### src/common/rxcsc_pkg.sv
package rxcsc_pkg;
  // Controller clock select codes and divisors
  localparam logic [1:0] CLKSEL_OFF   = 2'h0;
  localparam logic [1:0] CLKSEL_DIV3  = 2'h1;
  localparam logic [1:0] CLKSEL_DIV6  = 2'h2;
  localparam logic [1:0] CLKSEL_DIV12 = 2'h3;
  localparam int unsigned DIV_A = 3;
  localparam int unsigned DIV_B = 6;
  localparam int unsigned DIV_C = 12;
  localparam int unsigned DIV_W = 4;
  // Digital timing base
  localparam int unsigned BASE_DIV = 16;
  localparam int unsigned SCALE_R0 = 8;
  localparam int unsigned SCALE_R1 = 4;
  localparam int unsigned SCALE_R2 = 2;
  localparam int unsigned SCALE_R3 = 1;
  // Register map
  localparam int unsigned ADDR_W  = 4;
  localparam logic [3:0] OFF_CFG  = 4'h0;
  localparam logic [3:0] OFF_STAT = 4'h4;
  // Config fields and reset values
  localparam int unsigned CFG_DEB_LSB = 0;
  localparam int unsigned CFG_DEB_W   = 4;
  localparam int unsigned CFG_SU_LSB  = 8;
  localparam int unsigned CFG_SU_W    = 8;
  localparam int unsigned CFG_CLR_BIT = 16;
  localparam logic [3:0] CFG_DEB_RST  = 4'h3;
  localparam logic [7:0] CFG_SU_RST   = 8'h20;
  // Status bit positions
  localparam int unsigned ST_OSC   = 0;
  localparam int unsigned ST_XOK   = 1;
  localparam int unsigned ST_REL   = 2;
  localparam int unsigned ST_ACT   = 3;
  localparam int unsigned ST_RDY   = 4;
  localparam int unsigned ST_LATCH = 5;
  localparam int unsigned ST_FULL  = 6;
  localparam int unsigned ST_RR    = 8;
  localparam int unsigned ST_SEL   = 10;
  // Receive path states
  typedef enum logic [3:0] {
    RXCSC_OFF     = 4'h1,
    RXCSC_STANDBY = 4'h2,
    RXCSC_STARTUP = 4'h4,
    RXCSC_READY   = 4'h8
  } rxcsc_state_t;
endpackage

### src/rxcsc_ctrl.sv
`timescale 1ns/1ps
module rxcsc_ctrl #(
  parameter int unsigned DIVA = rxcsc_pkg::DIV_A,
  parameter int unsigned DIVB = rxcsc_pkg::DIV_B,
  parameter int unsigned DIVC = rxcsc_pkg::DIV_C
) (
  // Clock and reset
  input  wire logic                        clk_sys,
  input  wire logic                        rst,
  // Mode pins
  input  wire logic                        enable,
  input  wire logic                        rx_activate,
  // Oscillator and supply status
  input  wire logic                        amplitude_ok,
  input  wire logic                        digital_supply_ok,
  // Clock and rate select pins
  input  wire logic                        clkdiv_select_lo,
  input  wire logic                        clkdiv_select_hi,
  input  wire logic                        rate_range_bit0,
  input  wire logic                        rate_range_bit1,
  // Sensitivity and data
  input  wire logic                        sense_reduce_sel,
  input  wire logic                        rssi_above_threshold,
  input  wire logic                        modulation_select,
  input  wire logic                        demod_data,
  // Register port
  input  wire logic [rxcsc_pkg::ADDR_W-1:0] reg_addr,
  input  wire logic [31:0]                 reg_wdata,
  input  wire logic                        reg_wr,
  input  wire logic                        reg_rd,
  output logic      [31:0]                 reg_rdata,
  // Status and outputs
  output logic                             osc_run,
  output logic                             xto_ok,
  output logic                             rx_path_en,
  output logic                             rx_ready,
  output logic                             mcu_clk,
  output logic                             base_tick,
  output logic                             scaled_tick,
  output logic                             full_sensitivity,
  output logic                             data_out
);
  import rxcsc_pkg::*;

  // Mode and oscillator release
  logic         xok_q;
  logic         xok_d;
  logic         rel_q;
  logic         rel_d;
  logic         osc_on;

  assign osc_on = enable | rx_activate;

  always_comb
  begin
    xok_d = osc_on & amplitude_ok;
    rel_d = xok_q & digital_supply_ok & osc_on;
  end

  always_ff @(posedge clk_sys or posedge rst)
  begin
    if (rst)
    begin
      xok_q <= 1'b0;
      rel_q <= 1'b0;
    end
    else
    begin
      xok_q <= xok_d;
      rel_q <= rel_d;
    end
  end

  // Controller clock divider
  logic [1:0]       pin_sel;
  logic [1:0]       sel_q;
  logic [1:0]       sel_d;
  logic [DIV_W-1:0] div_n;
  logic [DIV_W-1:0] half_n;
  logic [DIV_W-1:0] dcnt_q;
  logic [DIV_W-1:0] dcnt_d;
  logic             hi_q;
  logic             hi_d;
  logic             neg_q;

  assign pin_sel = {clkdiv_select_hi, clkdiv_select_lo};

  always_comb
  begin
    case (sel_q)
      CLKSEL_DIV3:  div_n = DIV_W'(DIVA);
      CLKSEL_DIV6:  div_n = DIV_W'(DIVB);
      CLKSEL_DIV12: div_n = DIV_W'(DIVC);
      default:      div_n = DIV_W'(1);
    endcase
  end

  // Selection only moves at a period boundary so no runt pulse escapes
  always_comb
  begin
    sel_d  = sel_q;
    dcnt_d = dcnt_q + 1'b1;
    if (sel_q == CLKSEL_OFF || dcnt_q >= div_n - 1'b1)
    begin
      dcnt_d = '0;
      sel_d  = rel_q ? pin_sel : CLKSEL_OFF;
    end
    // High half follows the divisor being entered, so a start from off
    // gives a full-width first pulse
    case (sel_d)
      CLKSEL_DIV3:  half_n = DIV_W'(DIVA / 2);
      CLKSEL_DIV6:  half_n = DIV_W'(DIVB / 2);
      CLKSEL_DIV12: half_n = DIV_W'(DIVC / 2);
      default:      half_n = '0;
    endcase
    if (sel_d == CLKSEL_OFF)
      hi_d = 1'b0;
    else
      hi_d = (dcnt_d < half_n);
  end

  always_ff @(posedge clk_sys or posedge rst)
  begin
    if (rst)
    begin
      sel_q  <= CLKSEL_OFF;
      dcnt_q <= '0;
      hi_q   <= 1'b0;
    end
    else
    begin
      sel_q  <= sel_d;
      dcnt_q <= dcnt_d;
      hi_q   <= hi_d;
    end
  end

  // Half-cycle stretch makes the odd divisor symmetric
  always_ff @(negedge clk_sys or posedge rst)
  begin
    if (rst)
      neg_q <= 1'b0;
    else
      neg_q <= hi_q;
  end

  assign mcu_clk = hi_q | (neg_q & (sel_q == CLKSEL_DIV3));

  // Base and scaled ticks
  logic [1:0]       rate_range;
  logic [2:0]       scale_lim;
  logic             btick;
  logic             stick;

  assign rate_range = {rate_range_bit1, rate_range_bit0};

  always_comb
  begin
    case (rate_range)
      2'h0:    scale_lim = 3'(SCALE_R0 - 1);
      2'h1:    scale_lim = 3'(SCALE_R1 - 1);
      2'h2:    scale_lim = 3'(SCALE_R2 - 1);
      default: scale_lim = 3'(SCALE_R3 - 1);
    endcase
  end

  rxcsc_tick_div #(.W(4)) u_base (
    .clk_sys (clk_sys),
    .rst     (rst),
    .en      (osc_on),
    .limit   (4'(BASE_DIV - 1)),
    .tick    (btick)
  );

  rxcsc_tick_div #(.W(3)) u_scaled (
    .clk_sys (clk_sys),
    .rst     (rst),
    .en      (btick),
    .limit   (scale_lim),
    .tick    (stick)
  );

  // Config register
  logic [CFG_DEB_W-1:0] deb_len_q;
  logic [CFG_DEB_W-1:0] deb_len_d;
  logic [CFG_SU_W-1:0]  su_len_q;
  logic [CFG_SU_W-1:0]  su_len_d;
  logic                 soft_clr;
  logic                 cfg_wr;

  assign cfg_wr   = reg_wr && (reg_addr == OFF_CFG);
  assign soft_clr = cfg_wr && reg_wdata[CFG_CLR_BIT];

  always_comb
  begin
    deb_len_d = deb_len_q;
    su_len_d  = su_len_q;
    if (cfg_wr)
    begin
      deb_len_d = reg_wdata[CFG_DEB_LSB +: CFG_DEB_W];
      su_len_d  = reg_wdata[CFG_SU_LSB +: CFG_SU_W];
    end
  end

  always_ff @(posedge clk_sys or posedge rst)
  begin
    if (rst)
    begin
      deb_len_q <= CFG_DEB_RST;
      su_len_q  <= CFG_SU_RST;
    end
    else
    begin
      deb_len_q <= deb_len_d;
      su_len_q  <= su_len_d;
    end
  end

  // Receive path sequencing
  rxcsc_state_t         st_q;
  rxcsc_state_t         st_d;
  logic [CFG_SU_W-1:0]  su_cnt_q;
  logic [CFG_SU_W-1:0]  su_cnt_d;

  always_comb
  begin
    st_d     = st_q;
    su_cnt_d = su_cnt_q;
    case (st_q)
      RXCSC_OFF:
        if (osc_on)
          st_d = RXCSC_STANDBY;
      RXCSC_STANDBY:
      begin
        su_cnt_d = '0;
        if (!osc_on)
          st_d = RXCSC_OFF;
        else if (rx_activate && rel_q)
          st_d = RXCSC_STARTUP;
      end
      RXCSC_STARTUP:
      begin
        if (!rx_activate)
          st_d = osc_on ? RXCSC_STANDBY : RXCSC_OFF;
        else if (su_cnt_q >= su_len_q)
          st_d = RXCSC_READY;
        else if (stick)
          su_cnt_d = su_cnt_q + 1'b1;
      end
      RXCSC_READY:
        if (!rx_activate)
          st_d = osc_on ? RXCSC_STANDBY : RXCSC_OFF;
      default:
        st_d = RXCSC_OFF;
    endcase
  end

  always_ff @(posedge clk_sys or posedge rst)
  begin
    if (rst)
    begin
      st_q     <= RXCSC_OFF;
      su_cnt_q <= '0;
    end
    else
    begin
      st_q     <= st_d;
      su_cnt_q <= su_cnt_d;
    end
  end

  // Data debounce in scaled ticks
  logic                 deb_q;
  logic                 deb_d;
  logic [CFG_DEB_W-1:0] dcn_q;
  logic [CFG_DEB_W-1:0] dcn_d;

  always_comb
  begin
    deb_d = deb_q;
    dcn_d = dcn_q;
    if (demod_data == deb_q)
      dcn_d = '0;
    else if (dcn_q >= deb_len_q)
    begin
      deb_d = demod_data;
      dcn_d = '0;
    end
    else if (stick)
      dcn_d = dcn_q + 1'b1;
  end

  always_ff @(posedge clk_sys or posedge rst)
  begin
    if (rst)
    begin
      deb_q <= 1'b0;
      dcn_q <= '0;
    end
    else
    begin
      deb_q <= deb_d;
      dcn_q <= dcn_d;
    end
  end

  // Sensitivity gating latch; same path for either demodulation mode
  logic lat_q;
  logic lat_d;
  logic mod_q;
  logic mod_d;
  logic dout_q;
  logic dout_d;

  always_comb
  begin
    mod_d = modulation_select;
    lat_d = lat_q;
    if ((modulation_select && !mod_q) || soft_clr)
      lat_d = 1'b0;
    if (!rx_activate)
      lat_d = 1'b0;
    else if (rssi_above_threshold)
      lat_d = 1'b1;
    if (st_q != RXCSC_READY)
      dout_d = 1'b0;
    else if (!sense_reduce_sel)
      dout_d = deb_q;
    else
      dout_d = deb_q & lat_q;
  end

  always_ff @(posedge clk_sys or posedge rst)
  begin
    if (rst)
    begin
      lat_q  <= 1'b0;
      mod_q  <= 1'b0;
      dout_q <= 1'b0;
    end
    else
    begin
      lat_q  <= lat_d;
      mod_q  <= mod_d;
      dout_q <= dout_d;
    end
  end

  // Register reads, data one cycle after the strobe
  logic [31:0] rd_q;
  logic [31:0] rd_d;

  always_comb
  begin
    rd_d = '0;
    if (reg_rd)
    begin
      case (reg_addr)
        OFF_CFG:
        begin
          rd_d[CFG_DEB_LSB +: CFG_DEB_W] = deb_len_q;
          rd_d[CFG_SU_LSB +: CFG_SU_W]   = su_len_q;
        end
        OFF_STAT:
        begin
          rd_d[ST_OSC]        = osc_on;
          rd_d[ST_XOK]        = xok_q;
          rd_d[ST_REL]        = rel_q;
          rd_d[ST_ACT]        = (st_q == RXCSC_STARTUP) ||
                                (st_q == RXCSC_READY);
          rd_d[ST_RDY]        = (st_q == RXCSC_READY);
          rd_d[ST_LATCH]      = lat_q;
          rd_d[ST_FULL]       = !sense_reduce_sel || lat_q;
          rd_d[ST_RR +: 2]    = rate_range;
          rd_d[ST_SEL +: 2]   = sel_q;
        end
        default:
          rd_d = '0;
      endcase
    end
  end

  always_ff @(posedge clk_sys or posedge rst)
  begin
    if (rst)
      rd_q <= '0;
    else
      rd_q <= rd_d;
  end

  assign reg_rdata        = rd_q;
  assign osc_run          = osc_on;
  assign xto_ok           = xok_q;
  assign rx_path_en       = (st_q == RXCSC_STARTUP) ||
                            (st_q == RXCSC_READY);
  assign rx_ready         = (st_q == RXCSC_READY);
  assign base_tick        = btick;
  assign scaled_tick      = stick;
  assign full_sensitivity = !sense_reduce_sel || lat_q;
  assign data_out         = dout_q;
endmodule // rxcsc_ctrl

### src/rxcsc_tick_div.sv
`timescale 1ns/1ps
module rxcsc_tick_div #(
  parameter int unsigned W = 4
) (
  // Clock and reset
  input  wire logic         clk_sys,
  input  wire logic         rst,
  // Count control
  input  wire logic         en,
  input  wire logic [W-1:0] limit,
  // Tick out
  output logic              tick
);
  logic [W-1:0] cnt_q;
  logic [W-1:0] cnt_d;
  logic         tick_q;
  logic         tick_d;

  always_comb
  begin
    cnt_d  = cnt_q;
    tick_d = 1'b0;
    if (en)
    begin
      if (cnt_q >= limit)
      begin
        cnt_d  = '0;
        tick_d = 1'b1;
      end
      else
        cnt_d = cnt_q + 1'b1;
    end
  end

  always_ff @(posedge clk_sys or posedge rst)
  begin
    if (rst)
    begin
      cnt_q  <= '0;
      tick_q <= 1'b0;
    end
    else
    begin
      cnt_q  <= cnt_d;
      tick_q <= tick_d;
    end
  end

  assign tick = tick_q;
endmodule // rxcsc_tick_div

### config.mk
export PLATFORM = sky130hd
export DESIGN_NAME = rxcsc_ctrl
export DESIGN_NICKNAME = d
export VERILOG_FILES = /design/src/common/rxcsc_pkg.sv /design/src/rxcsc_ctrl.sv /design/src/rxcsc_tick_div.sv
export SDC_FILE = /design/constraint.sdc
export NUM_CORES = 1
export LEC_CHECK = 0
export BUFFER_PORTS_ARGS = -buffer_cell sky130_fd_sc_hd__buf_4
export CAP_MARGIN = 20
export CORE_MARGIN = 5
export CORE_UTILIZATION = 40
export DETAILED_ROUTE_END_ITERATION = 8
export PLACE_DENSITY_LB_ADDON = 0.3
export REMOVE_ABC_BUFFERS = 1
export SYNTH_ARGS = -nofsm -noshare
export SYNTH_HDL_FRONTEND = slang
export SYNTH_SLANG_ARGS = --single-unit
### constraint.sdc
create_clock -name clk_sys -period 3.42 [get_ports clk_sys]
set_input_delay 0.171 -clock clk_sys [delete_from_list [all_inputs] [get_ports clk_sys]]
set_output_delay 0.171 -clock clk_sys [all_outputs]
set_load 0.02 [all_outputs]
**Word level (Yosys, flattened, before mapping)**

Cells that the tools add are included.

- Add/subtract/negate cells: 6
- Magnitude comparators: 6
- Eq/ne operators: 23
- Muxes and demuxes: 38
- Bitwise gates (word level): 8
- Reductions and logical operators: 19

Operator list:

| kind | number |
|---|---|
| $mux 4 | 12 |
| $mux 8 | 3 |
| $pmux 3 s3 | 2 |
| $mux 16 | 1 |
| $pmux 4 s2 | 2 |
| $pmux 4 s4 | 1 |
| $pmux 8 s2 | 1 |
| $add 4x1->4 const B | 3 |
| $pmux 4 s3 | 1 |
| $eq 2x2->1 const B | 5 |
| $mux 1 | 10 |
| $add 8x1->8 const B | 1 |
| $eq 4x3->1 const B | 2 |
| $ge 4x4->1 | 2 |
| $ge 8x8->1 | 1 |
| $ne 2x2->1 const B | 4 |
| $reduce_and 4->1 | 2 |
| $eq 2x1->1 const B | 3 |
| $logic_not 2->1 | 3 |
| $mux 2 | 3 |
| $mux 3 | 2 |
| $ne 3x3->1 const B | 2 |
| $and 1x1->1 | 5 |
| $eq 4x1->1 const B | 1 |
| 20 further kinds | 28 |

- Register bits: 83
- Bits of input ports: 52

**Longest topological paths before layout**

Gate-level depths: netlist of run 1.

- Word-level depth: 10
- Mapped depth: 13
- Mapped depth without buffers: 13

**Hierarchy**

From an unflattened synthesis of run 1, not the netlist that was laid out.

- Cells, all modules: 383
- Area total of the unflattened synthesis: 3738.6 µm²

By module, submodules not included:

| module | times used | cells each | area each (µm²) | seq. area each (µm²) |
|---|---|---|---|---|
| rxcsc_ctrl | 1 | 321 | 3128.0 | 1431.4 |
| rxcsc_tick_div (u_base) | 1 | 35 | 334.1 | 125.1 |
| rxcsc_tick_div (u_scaled) | 1 | 27 | 276.5 | 100.1 |

==> out/metrics.csv, run 1 <==
metric,value,unit
status,finished clean,
syn_inst,365,
p_per_area,517,nW/µm²
rr_startpoint,dcnt_q[0],
grt_use_total,0.145,
worst_ep_arrival_time,3.51,ns
grt_pass1_wl,13.0,mm
cts_buffer_depth,2,
wl_met1,3.56,mm
yosysSeqAreaShare,0.460,
drt-initial-drc-count,150,
syn_to_final_growth,20.1,%
worstRegToRegCells,13,
preCtsSetupSlack,-0.000711,ns
n_antenna_cell,0,
drc,0,
avgSynthCellArea,9.86,µm²
synth_cell_type_count,49,
path_class,flop to flop,
die_h,105,µm
async_flop_share,1.00,
cp.required,3.65,ns
cts_tree,built,
dieArea,11000,µm²
firstDrtPassIters,4,
fmax,305,MHz
worstHoldPathCells,3,
grt_remaining_overflow,0,
top_layer_used,met4,
worstSetupStartpointType,flop,
synth_enable_flop_cells,0,
start_util,0.411,
port_buffers,56,
rr_endpoint,hi_q,
clock_skew,0.00995,ns
multiInputGateArea,1720,µm²
synth_largest_area_cell,dfrtp_1,
ios,93,
period_share,0.958,
route.met3.wl,518,µm
fp.dieW,105,µm
slew_viol_final,0,
cts.sinks,66,
hp-start,reg_wdata[0],
slew_headroom,0.456,
yosys-top-cells-area,"dfrtp_1 (42%), ha_1 (10%), nand2_1 (4.5%)",
synth_area,3600,µm²
finalHoldViolCount,0,
cap_violations,0,
drt_wl_total,7.71,mm
finalNonFillerCells,538,
gp_congestion,0.774,
cts_root_buffer,clkbuf_8,
coreArea,8760,µm²
first_global_vias,2791,
worst_pin_slew,0.816,ns
seq_area,1660,µm²
met2_length,3.55,mm
antenna_found_initial,0,
fill_cells,818,
cts-htree-levels,3,
yosys.cell_count.top_type,dfrtp_1,
ys.warnings.count,0,
synth_top_cells_by_count,"dfrtp_1 (61), nand2_1 (43), ha_1 (29), inv_1 (29), nor2_1 (26)",
min_to,deb_len_q[0],
final_antenna_net_count,0,
grt_max_degree,66,
worst_slack,0.142,ns
end_kind,flop,
finalCriticalPeriod,3.28,ns
total_leakage_power,2.19,nW
cts.clk_slew.worst_paths,0.07,ns
drive_gt1_frac,0.223,
clk_latency,0.33,ns
numCtsBuffers,9,
detail_route.wl_per_cell,14.3,µm
worst_hold_path_type,input pin to flop,
synth_ff_type,dfrtp_1,
peakVddDrop,0.216,mV
finalSetupViolCount,0,
yosysTopAreaCellShare,0.424,
rows,34,
ys_seq_elements,66,
layout.nets,507,
place_inst,519,
cp_max_fo,5,
dp_hpwl,5.60,mm
via_per_inst,5.02,
vias,2702,
reg2reg_slack,0.14,ns
==> worst max path at each step <==
stage	slack (ns)	from	to	depth (start not counted)
after floorplan	-0.002	rst	neg_q	1
after global placement	0.14	dcnt_q[0]	hi_q	13
after detailed placement	-0.0007	dcnt_q[0]	hi_q	13
after CTS	0.007	dcnt_q[0]	hi_q	13
after global routing	-0.04	dcnt_q[0]	hi_q	13
final	0.14	dcnt_q[0]	hi_q	13
==> what timing repair did <==
action,CTS,global route
endpoints found under the setup margin,1,1
resized for setup,1,4
hold endpoints to repair,2,0
pin swaps,0,1
hold buffers,2,0
buffers inserted,0,2
==> metrics by stage <==
stage | hold slack (ns) | util | setup TNS [ns] | instance area [µm²] | power [W]
after CTS | 0.0199 | 0.490 | 0 | 4300 | 0.00226
after detailed placement | 0.294 | 0.463 | -0.000711 | 4060 | 0.00152
after global routing | 0.0224 | 0.493 | -0.0375 | 4320 | 0.00239
final | 0.0326 | 0.493 | 0 | 4320 | 0.00224
after floorplan | 0.202 | - | -0.00170 | 3480 | 0.00136
after global placement | 0.291 | 0.463 | 0 | 4060 | 0.00149
==> area by class of cell <==
class,count,area share
Tap cell,108,0.0313
Clock buffer,13,0.0368
Multi-Input combinational cell,257,0.399
Timing Repair Buffer,63,0.111
Inverter,29,0.0252
Sequential cell,66,0.383
Clock inverter,2,0.0139
==> cells in the final DEF (no fill, tap or decap), types with 6 or more instances in the layout <==
master,n
dfrtp_1,61
buf_4,61
nand2_1,43
inv_1,28
ha_1,28
nor2_1,26
o21ai_0,20
conb_1,17
a31oi_1,12
a21oi_1,11
mux2i_1,11
clkbuf_8,11
nand3_1,8
and3_1,7
nor3_1,6
xor2_1,6
==> cell families (layout without fill, tap and decap cells) <==
logic type,count (synthesis),after routing,synth area share
XOR/XNOR,10,10,0.0243
AO/OA/AOI/OAI,70,70,0.132
AND/OR/NAND/NOR,116,116,0.156
adder cells (fa/ha/maj),29,29,0.101
flip-flops,66,66,0.460
multiplexers,15,15,0.0448
other,1,17,0.00104
buffers and inverters,58,107,0.0810
==> where the power goes <==
| part | leakage (nW) | internal [W] | switching [W] |
|---|---|---|---|
| clock | 0.110 | 0.000447 | 0.000283 |
| combinational | 1.21 | 0.000218 | 0.000295 |
| sequential | 0.865 | 0.000896 | 0.0000958 |
==> flip-flops by register name, summed over array words and instances (netlist names) <==
name	flops
reg_rdata	15
su_cnt_q	8
su_len_q	8
dcn_q	4
dcnt_q	4
deb_len_q	4
st_q	4
u_base.cnt_q	4
u_scaled.cnt_q	3
sel_q	2
data_out	1
deb_q	1
hi_q	1
lat_q	1
mod_q	1
neg_q	1
rel_q	1
u_base.tick	1
u_scaled.tick	1
xto_ok	1
==> worst max-delay path, stage by stage, from the launching register on <==
cell       delay, ns
dfrtp_1         0.40
inv_1           0.07
ha_1            0.28
nand2b_1        0.14
a21o_1          0.17
a21o_1          0.20
a221oi_4        0.41
mux2_4          0.35
ha_1            0.20
nor2_1          0.11
ha_1            0.26
o21ai_1         0.15
a22oi_1         0.10
a2111oi_2       0.35
==> layer usage <==
layer / global-route usage / vias to the layer above
li1: - / 1338
met1: 0.188 / 1279
met2: 0.230 / 77
met3: 0.0506 / 8
met4: 0.0384 / 0
met5: 0 / -
Power figures use the tool's default switching activity.
==> run 2, diff against run 1 <==
--- a/config.mk
+++ b/config.mk
@@ -5,11 +5,11 @@
 export SDC_FILE = /design/constraint.sdc
 export NUM_CORES = 1
 export LEC_CHECK = 0
-export BUFFER_PORTS_ARGS = -buffer_cell sky130_fd_sc_hd__buf_4
 export CAP_MARGIN = 20
 export CORE_MARGIN = 5
 export CORE_UTILIZATION = 40
 export DETAILED_ROUTE_END_ITERATION = 8
+export DONT_BUFFER_PORTS = 1
 export PLACE_DENSITY_LB_ADDON = 0.3
 export REMOVE_ABC_BUFFERS = 1
 export SYNTH_ARGS = -nofsm -noshare
==> out/metrics.csv, run 2 (synthesis gave the netlist of run 1 again) <==
metric,value,unit,change
setup_tns,0,ns,unchanged
vias,2606,,-3.6%
cpMostUsedCell,ha_1,,
first_global_vias,2706,,-3.0%
worst_pin_slew,0.812,ns,-0.00361 ns
worst_slack,0.176,ns,+0.0341 ns
worstSetupStartpointType,flop,,
drive_gt1_frac,0.111,,-0.112
cp_top_family,compound AO/OA/AOI/OAI gates,,
grt_use_total,0.151,,+0.00610
fill_cells,818,,unchanged
final_antenna_net_count,0,,unchanged
coreArea,8760,µm²,unchanged
end_kind,flop,,
detail_route.wl_per_cell,15.7,µm,+9.9%
p_sw_frac,0.322,,+0.0202
slowest_stage,dfrtp_1,,
cts_buffer_depth,2,,unchanged
largest_reg_flops,15,,unchanged
start_util,0.411,,unchanged
whs,-0.0217,ns,-0.0543 ns
total_leakage_power,2.00,nW,-8.6%
n_antenna_cell,0,,unchanged
worst-path-buf-inv,0,,-1
period_share,0.948,,-0.00998
gp_congestion,0.800,,+3.3%
rows,34,,unchanged
p_per_area,543,nW/µm²,+5.0%
power.switching,0.000718,W,+6.5%
ios,93,,unchanged
clock_skew,0.0182,ns,+0.00822 ns
grt_remaining_overflow,0,,unchanged
worst_ep_arrival_time,3.48,ns,-0.03 ns
fp.dieW,105,µm,unchanged
cpPeakStageDelay,0.43,ns,+0.02 ns
firstDrtPassIters,4,,unchanged
p_comb_frac,0.218,,-0.012
drt-initial-drc-count,110,,-27%
peakVddDrop,0.273,mV,+26%
finalHoldViolCount,45,,+45
cts_root_buffer,clkbuf_8,,
dieArea,11000,µm²,unchanged
die_h,105,µm,unchanged
place_inst,465,,-10%
grt_max_degree,66,,unchanged
dp_hpwl,5.49,mm,-2.0%
drt_wl_total,7.94,mm,+3.0%
seq_power_share,0.447,,+0.003
drc,0,,unchanged
cts.clk_slew.worst_paths,0.08,ns,about the same
final_common_cell,dfrtp_1,,
clk_latency,0.35,ns,+0.02 ns
finalCriticalPeriod,3.24,ns,-0.0341 ns
power,0.00223,W,-0.20%
cts.sinks,66,,unchanged
worst_hold_path_type,input pin to async pin,,
cap_violations,0,,unchanged
final_cell_mix,"dfrtp_1 (61), nand2_1 (43), ha_1 (29)",,
path_class,flop to flop,,
cts-htree-levels,3,,unchanged
path_cells,ha_1 > nand2b_1 > a21o_1 > a21o_1 > a221oi_4 > mux2_4 > ha_1 > nor2_1 > ha_1 > o21ai_1 > a22oi_1 > a2111oi_1,,
intPower,0.00151,W,-3.1%
power.share.clock,0.335,,+0.008
finalNonFillerCells,504,,-6.3%
finalSetupViolCount,0,,unchanged
rsz0062_at_grt,false,,
reg2reg_slack,0.18,ns,+0.03 ns
violations,negative hold slack,,
slew_headroom,0.458,,+0.00241
port_buffers,0,,-100%
via_per_inst,5.17,,+3.0%
cp_max_fo,5,,unchanged
grt_pass1_wl,13.5,mm,+3.8%
numCtsBuffers,9,,unchanged
slew_viol_final,0,,unchanged
layout.nets,472,,-6.9%
syn_to_final_growth,14.1,%,
antenna_found_initial,0,,unchanged
preCtsSetupSlack,0.0645,ns,+0.0652 ns
cts_tree,built,,
status,finished with violations,,
fmax,308,MHz,+1.1%
cp.required,3.65,ns,about the same
run 2: changes by cell type in the layout (fill, tap and decap cells not counted), sizes merged:
cell	delta
inv	+1
clkbuf	-4
clkinv	+3
clkinvlp	+1
dlygate4sd3	+19
buf	-54
run 2: area by class of cell:
class                           count  area [µm²]  share of cell area
Inverter                           29         109              0.0265
Multi-Input combinational cell    257        1720               0.418
Sequential cell                    66        1660               0.403
Timing Repair Buffer               28         263              0.0640
Tap cell                          108         135              0.0329
Clock inverter                      7         103              0.0250
Clock buffer                        9         124              0.0302
run 2: path summary, 6_finish.rpt:
path	from	endpoint	cells after the start
worst max-delay path	sel_q[1]	hi_q	12
worst min-delay path	rst	dcnt_q[1]	2
worst max register to register	sel_q[1]	hi_q	12
worst min register to register	u_base.cnt_q[3]	u_base.cnt_q[3]	1
max in group asynchronous	rst	neg_q	1
min in group clk_sys	rate_range_bit1	reg_rdata[9]	2
run 2: layer usage:
layer,part of all wire,up-vias,track usage
met5,0,-,0
met4,0.0037,0,0.0301
met3,0.079,4,0.0629
met2,0.48,95,0.248
met1,0.43,1243,0.187
li1,-,1264,-
run 2: timing repair:
| item | in CTS | in global routing |
|---|---|---|
| hold buffers | 21 | 0 |
| buffers inserted | 0 | 2 |
| hold endpoints to repair | 32 | 0 |
| endpoints found under the setup margin | 0 | 1 |
| gates resized for setup | 0 | 4 |
run 2: metrics by stage:
stage | utilization | cell area (µm²)
after global routing | 0.469 | 4110
after detailed placement | 0.416 | 3650
after floorplan | - | 3480
after CTS | 0.466 | 4090
after global placement | 0.416 | 3650
final | 0.469 | 4110
run 2: power groups by stage:
stage / Clock (W) / Sequential, W / Combinational, W
after floorplan: 0 / 0.000985 / 0.000371
after global placement: 0 / 0.00101 / 0.000441
after detailed placement: 0 / 0.00101 / 0.000461
after CTS: 0.000769 / 0.000997 / 0.000490
after global routing: 0.000798 / 0.00102 / 0.000564
final: 0.000746 / 0.000997 / 0.000487
run 2: worst register-to-register path, cell delays in order, from the launching register on:
cell       delay [ns]
dfrtp_1          0.43
ha_1             0.28
nand2b_1         0.14
a21o_1           0.17
a21o_1           0.20
a221oi_4         0.39
mux2_4           0.35
ha_1             0.20
nor2_1           0.10
ha_1             0.25
o21ai_1          0.15
a22oi_1          0.09
a2111oi_1        0.39
==> run 3, diff against run 2 <==
--- a/config.mk
+++ b/config.mk
@@ -14,4 +14,5 @@
 export REMOVE_ABC_BUFFERS = 1
 export SYNTH_ARGS = -nofsm -noshare
 export SYNTH_HDL_FRONTEND = slang
+export SYNTH_HIERARCHICAL = 1
 export SYNTH_SLANG_ARGS = --single-unit
==> out/metrics.csv, run 3 <==
metric,value,unit,change
cp_max_fo,5,,unchanged
cts.sinks,66,,unchanged
yosys.cell_count.top_type,dfrtp_1,,
drive_gt1_frac,0.101,,-0.0104
slew_headroom,0.524,,+0.0657
peakVddDrop,0.359,mV,+31%
ios,93,,unchanged
period_share,0.911,,-0.0371
power.switching,0.000782,W,+9.0%
preCtsSetupSlack,0.0730,ns,+0.00855 ns
cts_buffer_depth,2,,unchanged
finalSetupViolCount,0,,unchanged
grt_max_degree,57,,-14%
total_leakage_power,2.10,nW,+4.8%
cts.clk_slew.worst_paths,0.08,ns,about the same
finalHoldViolCount,0,,-100%
p_comb_frac,0.254,,+0.036
cts_tree,built,,
die_h,107,µm,+1.7%
clock_skew,0.00871,ns,-0.00946 ns
drt_wl_total,8.30,mm,+4.6%
syn_inst,383,,+4.9%
layout.nets,497,,+5.3%
worstSetupStartpointType,flop,,
power.share.clock,0.302,,-0.033
n_antenna_cell,0,,unchanged
largest_reg_flops,15,,unchanged
antenna_found_initial,0,,unchanged
intPower,0.00161,W,+6.6%
hp-start,rate_range_bit0,,
fp.dieW,107,µm,+1.7%
drt-initial-drc-count,122,,+11%
detail_route.wl_per_cell,15.7,µm,-0.14%
clk_latency,0.34,ns,about the same
yosys-top-cells-area,"dfrtp_1 (41%), ha_1 (11%), inv_1 (4.1%)",,
start_util,0.407,,-0.00423
route.met3.wl,712,µm,+13%
p_sw_frac,0.327,,+0.00498
top_layer_used,met4,,
port_buffers,0,,unchanged
cts-htree-levels,3,,unchanged
cts_root_buffer,clkbuf_8,,
slew_viol_final,0,,unchanged
worst_slack,0.303,ns,+0.127 ns
gp_congestion,0.811,,+1.4%
design_area,4260,µm²,+3.7%
cap_violations,0,,unchanged
drc,0,,unchanged
grt_pass1_wl,13.9,mm,+3.2%
synth_top_cells_by_count,"dfrtp_1 (61), inv_1 (41), nand2_1 (40)",,
ys_seq_elements,66,,unchanged
dp_hpwl,6.03,mm,+9.9%
seq_power_share,0.444,,-0.003
synth_enable_flop_cells,0,,unchanged
async_flop_share,1.00,,unchanged
ys.warnings.count,6,,+6
final_antenna_net_count,0,,unchanged
vias,2770,,+6.3%
fill_cells,885,,+8.2%
avgSynthCellArea,9.76,µm²,-1.0%
worst_ep_arrival_time,3.34,ns,-0.14 ns
numCtsBuffers,9,,unchanged
yosysTopAreaCellShare,0.408,,-0.0158
met2_length,3.89,mm,+1.3%
p_per_area,563,nW/µm²,+3.5%
worst_hold_path_type,input pin to flop,,
first_global_vias,2751,,+1.7%
setup_tns,0,ns,unchanged
dieArea,11400,µm²,+3.5%
rr_startpoint,dcnt_q[0],,
rsz0062_at_grt,false,,
synth_ff_type,dfrtp_1,,
coreArea,9200,µm²,+4.9%
grt_remaining_overflow,0,,unchanged
yosysSeqAreaShare,0.443,,-0.0171
syn_to_final_growth,13.9,%,
synth_largest_area_cell,dfrtp_1,,
synth_cell_type_count,58,,+18%
grt_use_total,0.158,,+0.00747
crit_path_start,dcnt_q[0],,
final_cell_mix,"dfrtp_1 (61), inv_1 (40), nand2_1 (40)",,
status,finished clean,,
rows,35,,+2.9%
via_per_inst,5.25,,+1.5%
end_kind,flop,,
cp.required,3.65,ns,about the same
firstDrtPassIters,4,,unchanged
synth_area,3740,µm²,+3.9%
worst_pin_slew,0.714,ns,-0.0985 ns
placed_cell_area,3790,µm²,+3.8%
fmax,321,MHz,+4.1%
finalCriticalPeriod,3.12,ns,-0.127 ns
path_class,flop to flop,,
wl_met1,3.58,mm,+4.3%
final_common_cell,dfrtp_1,,
==> run 3: cell count changes after synthesis, moves of 4 or more <==
cell,previous run,this run
o21ai_1,0,10
a21oi_1,11,7
ha_1,29,33
and2_2,4,0
o21ai_0,21,14
o21a_1,5,1
nor2_1,26,22
o22ai_1,0,4
a31oi_1,12,6
inv_1,29,41
==> run 3: worst paths after layout <==
path | cells after the start | slack, ns | to
max | 12 | 0.30 | hi_q
max in group asynchronous | 2 | 1.46 | neg_q
min reg2reg | 2 | 0.47 | deb_len_q[0]
max reg2reg | 12 | 0.30 | hi_q
min in group asynchronous | 2 | 0.29 | u_scaled/cnt_q[0]
min | 2 | 0.02 | reg_rdata[8]
==> run 3: per-stage QoR <==
step                      power, W  hold slack (ns)  utilization  std cells
after global placement     0.00163          -0.0402        0.412        487
after floorplan            0.00152          -0.0629            -        374
after detailed placement   0.00166          -0.0353        0.412        487
final                      0.00240           0.0158        0.463        528
after global routing       0.00258          0.00941        0.463        528
after CTS                  0.00242          0.00472        0.461        526
==> run 3: repair_timing <==
action | 4_1_cts | 5_1_grt
hold buffers | 23 | 0
buffers inserted | 0 | 2
setup endpoints to repair | 0 | 1
resized for setup | 0 | 2
hold endpoints to repair | 93 | 0
==> run 3: cells by family after synthesis <==
kind of cell | count (synthesis) | synth area share
DFF | 66 | 0.443
and+or+nand+nor | 117 | 0.164
muxes | 14 | 0.0385
other | 2 | 0.00201
adders and majority gates | 33 | 0.110
AOI/OAI and AO/OA | 71 | 0.133
buffers and inverters | 72 | 0.0910
xor gates and xnor gates | 8 | 0.0187
==> run 3: layout make-up <==
| type | instances | area [µm²] | share of cell area |
|---|---|---|---|
| clock buffers | 10 | 138 | 0.0323 |
| multi-input cells | 264 | 1820 | 0.427 |
| repair buffers | 27 | 260 | 0.0611 |
| clock inverters | 6 | 80.1 | 0.0188 |
| inverters | 44 | 165 | 0.0388 |
| well taps | 111 | 139 | 0.0326 |
| flip-flops and latches | 66 | 1660 | 0.389 |
==> run 3: worst max-delay path, stage by stage, from the launching register on <==
cell       delay, ns
dfrtp_1         0.43
inv_1           0.08
ha_1            0.30
o21ai_1         0.14
a21oi_1         0.11
a221oi_4        0.36
mux2_1          0.39
ha_1            0.20
nor2_1          0.10
ha_1            0.25
o21ai_0         0.16
a22oi_1         0.10
a2111oi_2       0.39
==> run 3: routing by layer <==
| metal | global-route usage | vias up |
|---|---|---|
| met4 | 0.0493 | 0 |
| met5 | 0 | - |
| met1 | 0.205 | 1338 |
| met3 | 0.0494 | 10 |
| met2 | 0.253 | 91 |
| li1 | - | 1331 |
==> run 3: power by group through the flow <==
stage | registers (W) | clock network, W | logic, W
after CTS | 0.00107 | 0.000744 | 0.000612
after detailed placement | 0.00108 | 0 | 0.000580
after global routing | 0.00108 | 0.000788 | 0.000705
after floorplan | 0.00104 | 0 | 0.000481
after global placement | 0.00108 | 0 | 0.000558
final | 0.00106 | 0.000723 | 0.000609
